--- src/hw/card_ocr_pkg.sv ---
/*
 * Shared constants for the card-side operating-conditions block: word layout,
 * command frame layout, command codes, status bits and timeout figures.
 * Assumes a 250 MHz system clock; all timing counts are derived from it.
 */
package card_ocr_pkg;

    // Operating-conditions word layout
    localparam int          OCR_W          = 32;
    localparam int          OCR_VDD_LO_BIT = 15;
    localparam int          OCR_VDD_HI_BIT = 23;
    localparam int          OCR_LVS_BIT    = 24;
    localparam int          OCR_CCS_BIT    = 30;
    localparam int          OCR_BUSY_BIT   = 31;
    localparam logic [31:0] OCR_VDD_MASK   = 32'h00ff8000;
    localparam logic [31:0] OCR_RSVD_VALUE = 32'h00000000;

    // Command and response frame layout
    localparam int         FRAME_BITS   = 48;
    localparam logic [5:0] CRC_FIRST    = 6'h28;
    localparam logic [5:0] LAST_BIT     = 6'h2f;
    localparam logic [5:0] FRAME_END    = 6'h30;
    localparam logic [5:0] GAP_EDGES    = 6'h02;
    localparam logic [6:0] CRC7_POLY    = 7'h09;
    localparam logic [6:0] CRC_ONES     = 7'h7f;
    localparam logic [5:0] R3_INDEX     = 6'h3f;

    // Command codes
    localparam logic [5:0] CMD_GO_IDLE  = 6'h00;
    localparam logic [5:0] CMD_OP_COND  = 6'h29;
    localparam logic [5:0] CMD_LOCK     = 6'h2a;
    localparam logic [5:0] CMD_APP      = 6'h37;

    // Card status bits returned in short responses
    localparam int ST_LOCKED_BIT    = 25;
    localparam int ST_LOCK_FAIL_BIT = 24;
    localparam int ST_APP_CMD_BIT   = 5;

    // Lock command argument fields
    localparam int LK_SET_PWD_BIT = 0;
    localparam int LK_CLR_PWD_BIT = 1;
    localparam int LK_LOCK_BIT    = 2;
    localparam int LK_PWD_LSB     = 8;
    localparam int PWD_W          = 24;

    // Timeouts, in milliseconds, and their cycle counts
    localparam int TIMER_W          = 27;
    localparam int SYS_CLK_KHZ      = 250000;
    localparam int READ_TIMEOUT_MS  = 100;
    localparam int WRITE_STD_MS     = 250;
    localparam int WRITE_EXT_MS     = 500;
    localparam int READ_TIMEOUT_CYC = READ_TIMEOUT_MS * SYS_CLK_KHZ;
    localparam int WRITE_STD_CYC    = WRITE_STD_MS * SYS_CLK_KHZ;
    localparam int WRITE_EXT_CYC    = WRITE_EXT_MS * SYS_CLK_KHZ;

    // Command engine states
    typedef enum logic [1:0] {
        ST_IDLE = 2'b00,
        ST_RECV = 2'b01,
        ST_GAP  = 2'b10,
        ST_SEND = 2'b11
    } link_state_t;

endpackage

--- src/hw/crc7_serial.sv ---
/*
 * Serial CRC7 over a bit stream, one bit per enabled clock.
 * Assumes the caller clears it before each frame and feeds bits msb first.
 */
`timescale 1ns/10ps
module crc7_serial (
    // Clock and reset
    input  wire logic       clk_sys,
    input  wire logic       sys_rst,
    // Stream
    input  wire logic       clear,
    input  wire logic       en,
    input  wire logic       din,
    // Result
    output logic      [6:0] crc
);

    logic feedback;

    assign feedback = din ^ crc[6];

    // Clear takes priority so a new frame never inherits old remainder
    always_ff @(posedge clk_sys or posedge sys_rst) begin
        if (sys_rst) begin
            crc <= 7'h00;
        end else if (clear) begin
            crc <= 7'h00;
        end else if (en) begin
            crc <= {crc[5:0], 1'b0} ^ (feedback ? card_ocr_pkg::CRC7_POLY : 7'h00);
        end
    end

endmodule

--- src/hw/card_operating_conditions.sv ---
/*
 * Card-side command engine that serves the operating-conditions word over the
 * serial command line, keeps the lock state, and polices read/write timeouts.
 * Assumes the bus clock and command line arrive asynchronously on pins, and
 * that the flash back end sits on clk_sys and signals start/done as pulses.
 */
`timescale 1ns/10ps
// Notes on behaviour
// - Operating-conditions word is 32 bits; bits 15 to 23 always read one.
// - Bits 0 to 14 read zero, bit 7 included.
// - Bit 31 stays low until power-up finishes, then reads one.
// - Bit 30 gives capacity class, driven only while bit 31 is set.
// - Bit 24 and bits 24 to 29 read zero.
// - Internal registers are reachable only through their own bus commands.
// - A block read must finish within 100 ms or be abandoned with error.
// - A block write finishes within 250 ms, 500 ms extended, else error.
// - Bus clock runs 0 to 25 MHz default, 0 to 50 MHz high speed.
// - Card supports password locking and unlocking through command 42.
module card_operating_conditions #(
    parameter int READ_TIMEOUT_CYC = card_ocr_pkg::READ_TIMEOUT_CYC,
    parameter int WRITE_STD_CYC    = card_ocr_pkg::WRITE_STD_CYC,
    parameter int WRITE_EXT_CYC    = card_ocr_pkg::WRITE_EXT_CYC
) (
    // Clock and reset
    input  wire logic clk_sys,
    input  wire logic sys_rst,
    // Card bus pins
    input  wire logic sd_clk,
    input  wire logic cmd_in,
    output logic      cmd_out_q,
    output logic      cmd_oe_n_q,
    // Back-end status
    input  wire logic power_up_done,
    input  wire logic high_capacity,
    input  wire logic ext_capacity,
    // Back-end transfer tracking
    input  wire logic read_start,
    input  wire logic read_done,
    input  wire logic write_start,
    input  wire logic write_done,
    // Status outputs
    output logic      read_abort_q,
    output logic      write_abort_q,
    output logic      card_locked_q,
    output logic      power_up_status_q
);

    // Pin synchronisers and edge tracking
    logic sd_clk_m_q, sd_clk_s_q, sd_clk_p_q;
    logic cmd_m_q, cmd_s_q;
    logic bus_rise;

    // Command engine
    card_ocr_pkg::link_state_t state_q;
    logic [5:0]                bit_cnt_q;
    logic [47:0]               rx_sh_q;
    logic [47:0]               tx_sh_q;
    logic                      use_crc_q;
    logic [6:0]                rx_crc;
    logic [6:0]                tx_crc;

    // Card state
    logic                             app_q;
    logic                             lock_fail_q;
    logic                             has_pwd_q;
    logic [card_ocr_pkg::PWD_W-1:0]   pwd_q;

    // Timers
    logic                               rd_active_q, wr_active_q;
    logic [card_ocr_pkg::TIMER_W-1:0]   rd_cnt_q, wr_cnt_q;
    logic [card_ocr_pkg::TIMER_W-1:0]   wr_limit;

    // Decoded frame
    logic [47:0] frame;
    logic        frame_end;
    logic        frame_ok;
    logic [5:0]  cmd_idx;
    logic [31:0] cmd_arg;
    logic        is_idle_cmd, is_app_cmd, is_op_cond, is_lock_cmd;
    logic        pwd_match;

    // Builds the word; capacity only once power-up is done
    function automatic logic [31:0] build_ocr(input logic busy, input logic capacity_class_flag);
        logic [31:0] w;
        w = card_ocr_pkg::OCR_RSVD_VALUE;
        w = w | card_ocr_pkg::OCR_VDD_MASK;
        w[card_ocr_pkg::OCR_LVS_BIT] = 1'b0;
        w[card_ocr_pkg::OCR_CCS_BIT] = busy & capacity_class_flag;
        w[card_ocr_pkg::OCR_BUSY_BIT] = busy;
        return w;
    endfunction

    // Two flops on each pin before anything looks at it
    always_ff @(posedge clk_sys or posedge sys_rst) begin
        if (sys_rst) begin
            sd_clk_m_q <= 1'b0;
            sd_clk_s_q <= 1'b0;
            sd_clk_p_q <= 1'b0;
            cmd_m_q    <= 1'b1;
            cmd_s_q    <= 1'b1;
        end else begin
            sd_clk_m_q <= sd_clk;
            sd_clk_s_q <= sd_clk_m_q;
            sd_clk_p_q <= sd_clk_s_q;
            cmd_m_q    <= cmd_in;
            cmd_s_q    <= cmd_m_q;
        end
    end

    // Bus clock at 50 MHz max gives ample sys samples per half period
    assign bus_rise = sd_clk_s_q & ~sd_clk_p_q;

    // Frame fields as seen on the last received bit
    assign frame       = {rx_sh_q[46:0], cmd_s_q};
    assign frame_end   = bus_rise && (state_q == card_ocr_pkg::ST_RECV) && (bit_cnt_q == card_ocr_pkg::LAST_BIT);
    assign frame_ok    = frame_end && frame[46] && frame[0] && (frame[7:1] == rx_crc);
    assign cmd_idx     = frame[45:40];
    assign cmd_arg     = frame[39:8];
    assign is_idle_cmd = frame_ok && (cmd_idx == card_ocr_pkg::CMD_GO_IDLE);
    assign is_app_cmd  = frame_ok && (cmd_idx == card_ocr_pkg::CMD_APP);
    assign is_op_cond  = frame_ok && app_q && (cmd_idx == card_ocr_pkg::CMD_OP_COND);
    assign is_lock_cmd = frame_ok && !app_q && (cmd_idx == card_ocr_pkg::CMD_LOCK);
    assign pwd_match   = has_pwd_q && (cmd_arg[card_ocr_pkg::LK_PWD_LSB +: card_ocr_pkg::PWD_W] == pwd_q);

    // Checksums for the incoming and outgoing frames
    crc7_serial u_rx_crc (
        .clk_sys (clk_sys),
        .sys_rst (sys_rst),
        .clear   (state_q == card_ocr_pkg::ST_IDLE),
        .en      (bus_rise && (state_q == card_ocr_pkg::ST_RECV) && (bit_cnt_q < card_ocr_pkg::CRC_FIRST)),
        .din     (cmd_s_q),
        .crc     (rx_crc)
    );

    crc7_serial u_tx_crc (
        .clk_sys (clk_sys),
        .sys_rst (sys_rst),
        .clear   (state_q != card_ocr_pkg::ST_SEND),
        .en      (bus_rise && (state_q == card_ocr_pkg::ST_SEND) && (bit_cnt_q < card_ocr_pkg::CRC_FIRST)),
        .din     (tx_sh_q[47]),
        .crc     (tx_crc)
    );

    // Frame engine; any valid frame other than the app command clears the prefix, only the app and lock commands set card state
    always_ff @(posedge clk_sys or posedge sys_rst) begin
        if (sys_rst) begin
            state_q   <= card_ocr_pkg::ST_IDLE;
            bit_cnt_q <= 6'h00;
            rx_sh_q   <= 48'h000000000000;
        end else if (bus_rise) begin
            case (state_q)
                card_ocr_pkg::ST_IDLE: begin
                    bit_cnt_q <= 6'h01;
                    rx_sh_q   <= 48'h000000000000;
                    if (!cmd_s_q) begin
                        state_q <= card_ocr_pkg::ST_RECV;
                    end
                end
                card_ocr_pkg::ST_RECV: begin
                    rx_sh_q   <= frame;
                    bit_cnt_q <= bit_cnt_q + 6'h01;
                    if (frame_end) begin
                        bit_cnt_q <= 6'h00;
                        // Anything else stays unanswered: no side path in
                        state_q <= (is_app_cmd || is_op_cond || is_lock_cmd) ?
                                   card_ocr_pkg::ST_GAP : card_ocr_pkg::ST_IDLE;
                    end
                end
                card_ocr_pkg::ST_GAP: begin
                    bit_cnt_q <= bit_cnt_q + 6'h01;
                    if (bit_cnt_q == card_ocr_pkg::GAP_EDGES - 6'h01) begin
                        bit_cnt_q <= 6'h00;
                        state_q   <= card_ocr_pkg::ST_SEND;
                    end
                end
                card_ocr_pkg::ST_SEND: begin
                    bit_cnt_q <= bit_cnt_q + 6'h01;
                    if (bit_cnt_q == card_ocr_pkg::FRAME_END) begin
                        bit_cnt_q <= 6'h00;
                        state_q   <= card_ocr_pkg::ST_IDLE;
                    end
                end
                default: begin
                    state_q <= card_ocr_pkg::ST_IDLE;
                end
            endcase
        end
    end

    // Response shift register and line driver
    always_ff @(posedge clk_sys or posedge sys_rst) begin
        if (sys_rst) begin
            tx_sh_q    <= 48'h000000000000;
            use_crc_q  <= 1'b0;
            cmd_out_q  <= 1'b1;
            cmd_oe_n_q <= 1'b1;
        end else if (bus_rise) begin
            if (is_op_cond) begin
                // Long-form reply carries all ones in the checksum field
                tx_sh_q   <= {2'b00, card_ocr_pkg::R3_INDEX, build_ocr(power_up_status_q, high_capacity),
                              card_ocr_pkg::CRC_ONES, 1'b1};
                use_crc_q <= 1'b0;
            end else if (is_app_cmd || is_lock_cmd) begin
                tx_sh_q   <= {2'b00, cmd_idx, 6'h00, card_locked_q, lock_fail_q, 18'h00000, is_app_cmd, 5'h00,
                              card_ocr_pkg::CRC_ONES, 1'b1};
                use_crc_q <= 1'b1;
            end else if (state_q == card_ocr_pkg::ST_SEND) begin
                if (bit_cnt_q == card_ocr_pkg::FRAME_END) begin
                    cmd_out_q  <= 1'b1;
                    cmd_oe_n_q <= 1'b1;
                end else if (use_crc_q && (bit_cnt_q == card_ocr_pkg::CRC_FIRST)) begin
                    cmd_out_q  <= tx_crc[6];
                    cmd_oe_n_q <= 1'b0;
                    tx_sh_q    <= {tx_crc[5:0], 1'b1, 41'h00000000000};
                end else begin
                    cmd_out_q  <= tx_sh_q[47];
                    cmd_oe_n_q <= 1'b0;
                    tx_sh_q    <= {tx_sh_q[46:0], 1'b0};
                end
            end
        end
    end

    // Application prefix lasts exactly one following command
    always_ff @(posedge clk_sys or posedge sys_rst) begin
        if (sys_rst) begin
            app_q <= 1'b0;
        end else if (frame_ok) begin
            app_q <= is_app_cmd && !is_idle_cmd;
        end
    end

    // Power-up status is sticky once the back end reports ready
    always_ff @(posedge clk_sys or posedge sys_rst) begin
        if (sys_rst) begin
            power_up_status_q <= 1'b0;
        end else if (power_up_done) begin
            power_up_status_q <= 1'b1;
        end
    end

    // Password lock; no data-line block, password rides in the argument
    always_ff @(posedge clk_sys or posedge sys_rst) begin
        if (sys_rst) begin
            card_locked_q <= 1'b0;
            lock_fail_q   <= 1'b0;
            has_pwd_q     <= 1'b0;
            pwd_q         <= '0;
        end else if (is_lock_cmd) begin
            lock_fail_q <= 1'b0;
            if (cmd_arg[card_ocr_pkg::LK_SET_PWD_BIT]) begin
                if (!has_pwd_q || pwd_match) begin
                    has_pwd_q <= 1'b1;
                    pwd_q     <= cmd_arg[card_ocr_pkg::LK_PWD_LSB +: card_ocr_pkg::PWD_W];
                end else begin
                    lock_fail_q <= 1'b1;
                end
            end else if (cmd_arg[card_ocr_pkg::LK_CLR_PWD_BIT]) begin
                if (pwd_match) begin
                    has_pwd_q     <= 1'b0;
                    card_locked_q <= 1'b0;
                end else begin
                    lock_fail_q <= 1'b1;
                end
            end else if (cmd_arg[card_ocr_pkg::LK_LOCK_BIT]) begin
                if (has_pwd_q) begin
                    card_locked_q <= 1'b1;
                end else begin
                    lock_fail_q <= 1'b1;
                end
            end else if (pwd_match) begin
                card_locked_q <= 1'b0;
            end else begin
                lock_fail_q <= 1'b1;
            end
        end
    end

    // Read watchdog; done in the limit cycle still counts as success
    always_ff @(posedge clk_sys or posedge sys_rst) begin
        if (sys_rst) begin
            rd_active_q  <= 1'b0;
            rd_cnt_q     <= '0;
            read_abort_q <= 1'b0;
        end else begin
            read_abort_q <= 1'b0;
            if (read_start) begin
                rd_active_q <= 1'b1;
                rd_cnt_q    <= '0;
            end else if (rd_active_q) begin
                if (read_done) begin
                    rd_active_q <= 1'b0;
                end else if (rd_cnt_q == card_ocr_pkg::TIMER_W'(READ_TIMEOUT_CYC - 1)) begin
                    rd_active_q  <= 1'b0;
                    read_abort_q <= 1'b1;
                end else begin
                    rd_cnt_q <= rd_cnt_q + 1'b1;
                end
            end
        end
    end

    // Write limit follows ext_capacity at every cycle of the wait
    assign wr_limit = ext_capacity ? card_ocr_pkg::TIMER_W'(WRITE_EXT_CYC - 1) :
                                     card_ocr_pkg::TIMER_W'(WRITE_STD_CYC - 1);

    // Write watchdog
    always_ff @(posedge clk_sys or posedge sys_rst) begin
        if (sys_rst) begin
            wr_active_q   <= 1'b0;
            wr_cnt_q      <= '0;
            write_abort_q <= 1'b0;
        end else begin
            write_abort_q <= 1'b0;
            if (write_start) begin
                wr_active_q <= 1'b1;
                wr_cnt_q    <= '0;
            end else if (wr_active_q) begin
                if (write_done) begin
                    wr_active_q <= 1'b0;
                end else if (wr_cnt_q >= wr_limit) begin
                    wr_active_q   <= 1'b0;
                    write_abort_q <= 1'b1;
                end else begin
                    wr_cnt_q <= wr_cnt_q + 1'b1;
                end
            end
        end
    end

endmodule

--- config.mk ---
export PLATFORM = sky130hd
export DESIGN_NAME = card_operating_conditions
export DESIGN_NICKNAME = d
export VERILOG_FILES = /design/src/hw/card_ocr_pkg.sv /design/src/hw/crc7_serial.sv /design/src/hw/card_operating_conditions.sv
export SDC_FILE = /design/constraint.sdc
export NUM_CORES = 1
export LEC_CHECK = 0
export ABC_AREA = 1
export ABC_CLOCK_PERIOD_IN_PS = 18900
export BUFFER_PORTS_ARGS = -buffer_cell sky130_fd_sc_hd__buf_2
export CAP_MARGIN = 10
export CORE_MARGIN = 2
export CORE_UTILIZATION = 45
export CTS_CLUSTER_DIAMETER = 120
export DETAILED_ROUTE_END_ITERATION = 16
export GPL_TIMING_DRIVEN = 0
export MAX_ROUTING_LAYER = met4
export SYNTH_ARGS = -nofsm -noshare
export SYNTH_HDL_FRONTEND = slang
export SYNTH_SLANG_ARGS = --single-unit
--- constraint.sdc ---
create_clock -name clk_sys -period 18.9 [get_ports clk_sys]
set_input_delay 3.78 -clock clk_sys [delete_from_list [all_inputs] [get_ports clk_sys]]
set_output_delay 3.78 -clock clk_sys [all_outputs]
set_load 0.03 [all_outputs]
==> qor.csv <==
stage,metric,value,unit
synth,ys_types,42,
cts,cts_setup_buffers,0,
sta,rsz0062_at_grt,no,
detailed_routing,vias_per_cell,5.07,
sta,max_slew_margin,51.5,%
sta,period_needed,5530,ps
worst_hold_path,worstHoldPathCells,0,
floorplanning,die_h,163,microns
floorplanning,die_area,0.0267,sq mm
cts,clk_pin_slew_worst_paths,60,ps
floorplanning,row_count,58,
cts,h-tree-depth,1,
detailed_routing,wl_per_cell,14.0,microns
global_route,grt_pass1_wl,45400,microns
finish,layout.nets,1551,
sta,finClkSkew,14.0,ps
synth,syn_nets,1509,
cts,postCtsHoldBufs,0,
setup_path,crit_path_cell_trace,buf_2 -> inv_1 -> ha_1 -> nand2_1 -> o21bai_1 -> nor2_1 -> nand3_1 -> and2b_1 -> nor2_2 -> buf_4 -> nand4_1 -> nand2_1,
setup_path,critPathLaunchType,input port,
setup_path,slowest_stage,nor2_2,
finish,antenna_cells,0,
sta,finalHoldViolCount,0,
cts,cts_tree,done,
detailed_routing,drc_errors,0,
detailed_routing,ant_nets,0,
floorplanning,die_w,163,microns
setup_path,rr_endpoint,wr_cnt_q[10]$_DFFE_PP0P_,
sta,worst_pin_slew,727,ps
synth,yosysWarnings,0,
floorplanning,initial_utilization,45.7,%
flow_run,max_cap_violations,0,
sta,fmax,181,MHz
sta,finalMaxSlewViolations,0,
setup_path,required,19360,ps
synth,ys_seq_area_share,46.2,%
cts,clk_path_buf_depth,3,
finish,areaGrowthSynthToFinish,11.7,%
placement,post-dp-hpwl,18400,microns
placement,io_buffers,15,
synth,synth.avg_cell_area,7.72,sq um
global_route,grt_pass1_vias,9264,
global_route,grt_max_degree,110,
setup_path,arrival,6000,ps
power,pwr_density_cell,80.0,mW/mm^2
finish,nFillCells,2482,
finish,drive_gt1_share,7.55,%
setup_path,critical_path_buf_inv_count,3,
global_route,overflow,0,
run_status,status,"finished, final reports clean",
setup_path,crit_path_frequent_cell,nand2_1,
cts,cts_root_buffer,clkbuf_16,
sta,finalSetupViolations,0,
setup_path,endpoint,wr_cnt_q[10]$_DFFE_PP0P_,
floorplanning,core,0.0250,sq mm
setup_path,critical_path_depth,12,
worst_hold_path,min_path_type,reg -> reg,
cts,insertion_delay,530,ps
detailed_routing,vias,9470,
synth,ys_ff_latch,211,
power,leakage,6.58,nW
global_route,grtUsageTotal,21.1,%
setup_path,critPathLaunch,ext_capacity,
detailed_routing,drtIter0Drc,534,
cts,cts_resized,0,
global_route,antenna_found_initial,0,
synth,netlist_instances,1480,
setup_path,endpoint_kind,flop,
detailed_routing,drt_wl_total,26100,microns
placement,gp_congestion,0.899,
setup_path,r2r-start,wr_cnt_q[10]$_DFFE_PP0P_,
cts,clock_sinks,211,
setup_path,crit_fanout,10,
cts,cts_made_buffers,24,
floorplanning,ios,17,
setup_path,worst_r2r_path_depth,10,
setup_path,cp_top_family,simple AND/OR/NAND/NOR gates,
detailed_routing,dr.pass1.iters,5,
setup_path,reg2reg_slack,16570,ps
setup_path,critical_path_class,in -> reg,
sta,setup_tns,0,ps
power,vdd_drop_max,0.0648,mV
setup_path,critPathMaxStageDelay,390,ps
synth,synth_area,0.0114,sq mm
power,power,1.02,mW
sta,finalCritPeriodShare,29.3,%
==> cells in the final DEF (no fill, tap or decap), drive strengths merged, types with 3 or more instances in the layout <==
master,netlist,layout
xnor2,14,14
nand3,135,135
o211ai,4,4
o21a,3,3
a21oi,18,18
buf,27,43
o21ai,32,32
nor2,155,155
or2,4,4
o22ai,53,53
nand4,62,62
clkbuf,29,62
xor2,54,54
clkinv,2,6
inv,164,164
nand3b,3,3
dfstp,4,4
o21bai,3,3
dfrtp,207,207
nand2,463,463
ha,18,18
nor3,15,15
bufinv,0,3
==> worst min path at each step <==
stage                    startpoint                    to  slack, ps
2_1_floorplan  sd_clk_m_q$_DFF_PP0_  sd_clk_s_q$_DFF_PP0_        330
3_3_place_gp   sd_clk_m_q$_DFF_PP0_  sd_clk_s_q$_DFF_PP0_        340
3_5_place_dp   sd_clk_m_q$_DFF_PP0_  sd_clk_s_q$_DFF_PP0_        340
4_1_cts           cmd_m_q$_DFF_PP1_     cmd_s_q$_DFF_PP1_        350
5_1_grt           cmd_m_q$_DFF_PP1_     cmd_s_q$_DFF_PP1_        350
6_report       sd_clk_m_q$_DFF_PP0_  sd_clk_s_q$_DFF_PP0_        350
==> per-stage QoR <==
| step | worst slack, ps | area, sq um | std cells | hold slack, ps | utilization, % |
|---|---|---|---|---|---|
| final | 13370 | 12800 | 1867 | 347 | 51.0 |
| after global routing | 13200 | 12800 | 1867 | 353 | 51.0 |
| after CTS | 13340 | 12800 | 1867 | 351 | 51.0 |
| after detailed placement | 12790 | 12000 | 1826 | 343 | 47.8 |
| after global placement | 6780 | 11900 | 1825 | 344 | 47.6 |
| after floorplan | 9360 | 11400 | 1480 | 331 | - |
==> power by group <==
| part | total [mW] | leakage, nW | internal, mW | switching (mW) |
|---|---|---|---|---|
| Clock | 0.478 | 0.400 | 0.296 | 0.182 |
| Combinational | 0.0765 | 3.28 | 0.0205 | 0.0559 |
| Sequential | 0.467 | 2.90 | 0.460 | 0.00713 |
| Total | 1.02 | 6.58 | 0.777 | 0.245 |
==> kinds of logic (layout without fill, tap and decap cells) <==
logic type | Yosys count | count (layout) | synth area share, %
and+or+nand+nor | 842 | 842 | 31.9
AOI/OAI and AO/OA | 119 | 119 | 6.44
DFF | 211 | 211 | 46.2
xor gates and xnor gates | 68 | 68 | 5.21
buffers and inverters | 222 | 279 | 8.26
adders and majority gates | 18 | 18 | 1.97
==> cell usage after synthesis, drive strengths merged <==
cell,number,area [sq um]
clkbuf,29,109
dfstp,4,105
and2,1,6.26
ha,18,225
nand4,62,388
and2b,1,7.51
o31ai,2,15.0
clkinv,2,7.51
nand3b,3,22.5
a21boi,1,7.51
xnor2,14,123
o21ai,32,160
nand3,135,723
o22ai,53,332
o21bai,3,22.5
or2,4,25.0
nor3,15,75.1
o21a,3,22.5
dfrtp,207,5180
nor3b,1,7.51
nand2,463,1740
a21o,2,15.0
inv,164,616
o211ai,4,43.8
xor2,54,473
a21oi,18,109
a41oi,1,8.76
nor2,155,638
nor4,2,12.5
buf,27,213
==> layout make-up <==
class,count,area (sq um),share of cell area [%]
sequential,211,5290,41.4
multi-input combinational,1047,5200,40.7
clock buffer,33,696,5.45
inverter,166,631,4.94
tap,330,413,3.23
buffer,56,322,2.52
clock inverter,8,118,0.921
timing repair buffer,16,103,0.804
==> sequential cells by signal (all words and copies together) (netlist names), 6 cells and up, named ones only <==
name	cells
pwd_q	24
wr_cnt_q	27
rd_cnt_q	27
u_rx_crc.crc	7
tx_sh_q	48
bit_cnt_q	6
rx_sh_q	46
u_tx_crc.crc	7
==> metal layers <==
| metal | global-route usage [%] | vias up | wire, microns |
|---|---|---|---|
| met2 | 33.1 | 140 | 11900 |
| met5 | - | - | 0 |
| met1 | 29.4 | 4419 | 12900 |
| li1 | - | 4865 | - |
| met3 | 2.54 | 46 | 854 |
| met4 | 5.07 | 0 | 459 |
Power figures use the tool's default switching activity.
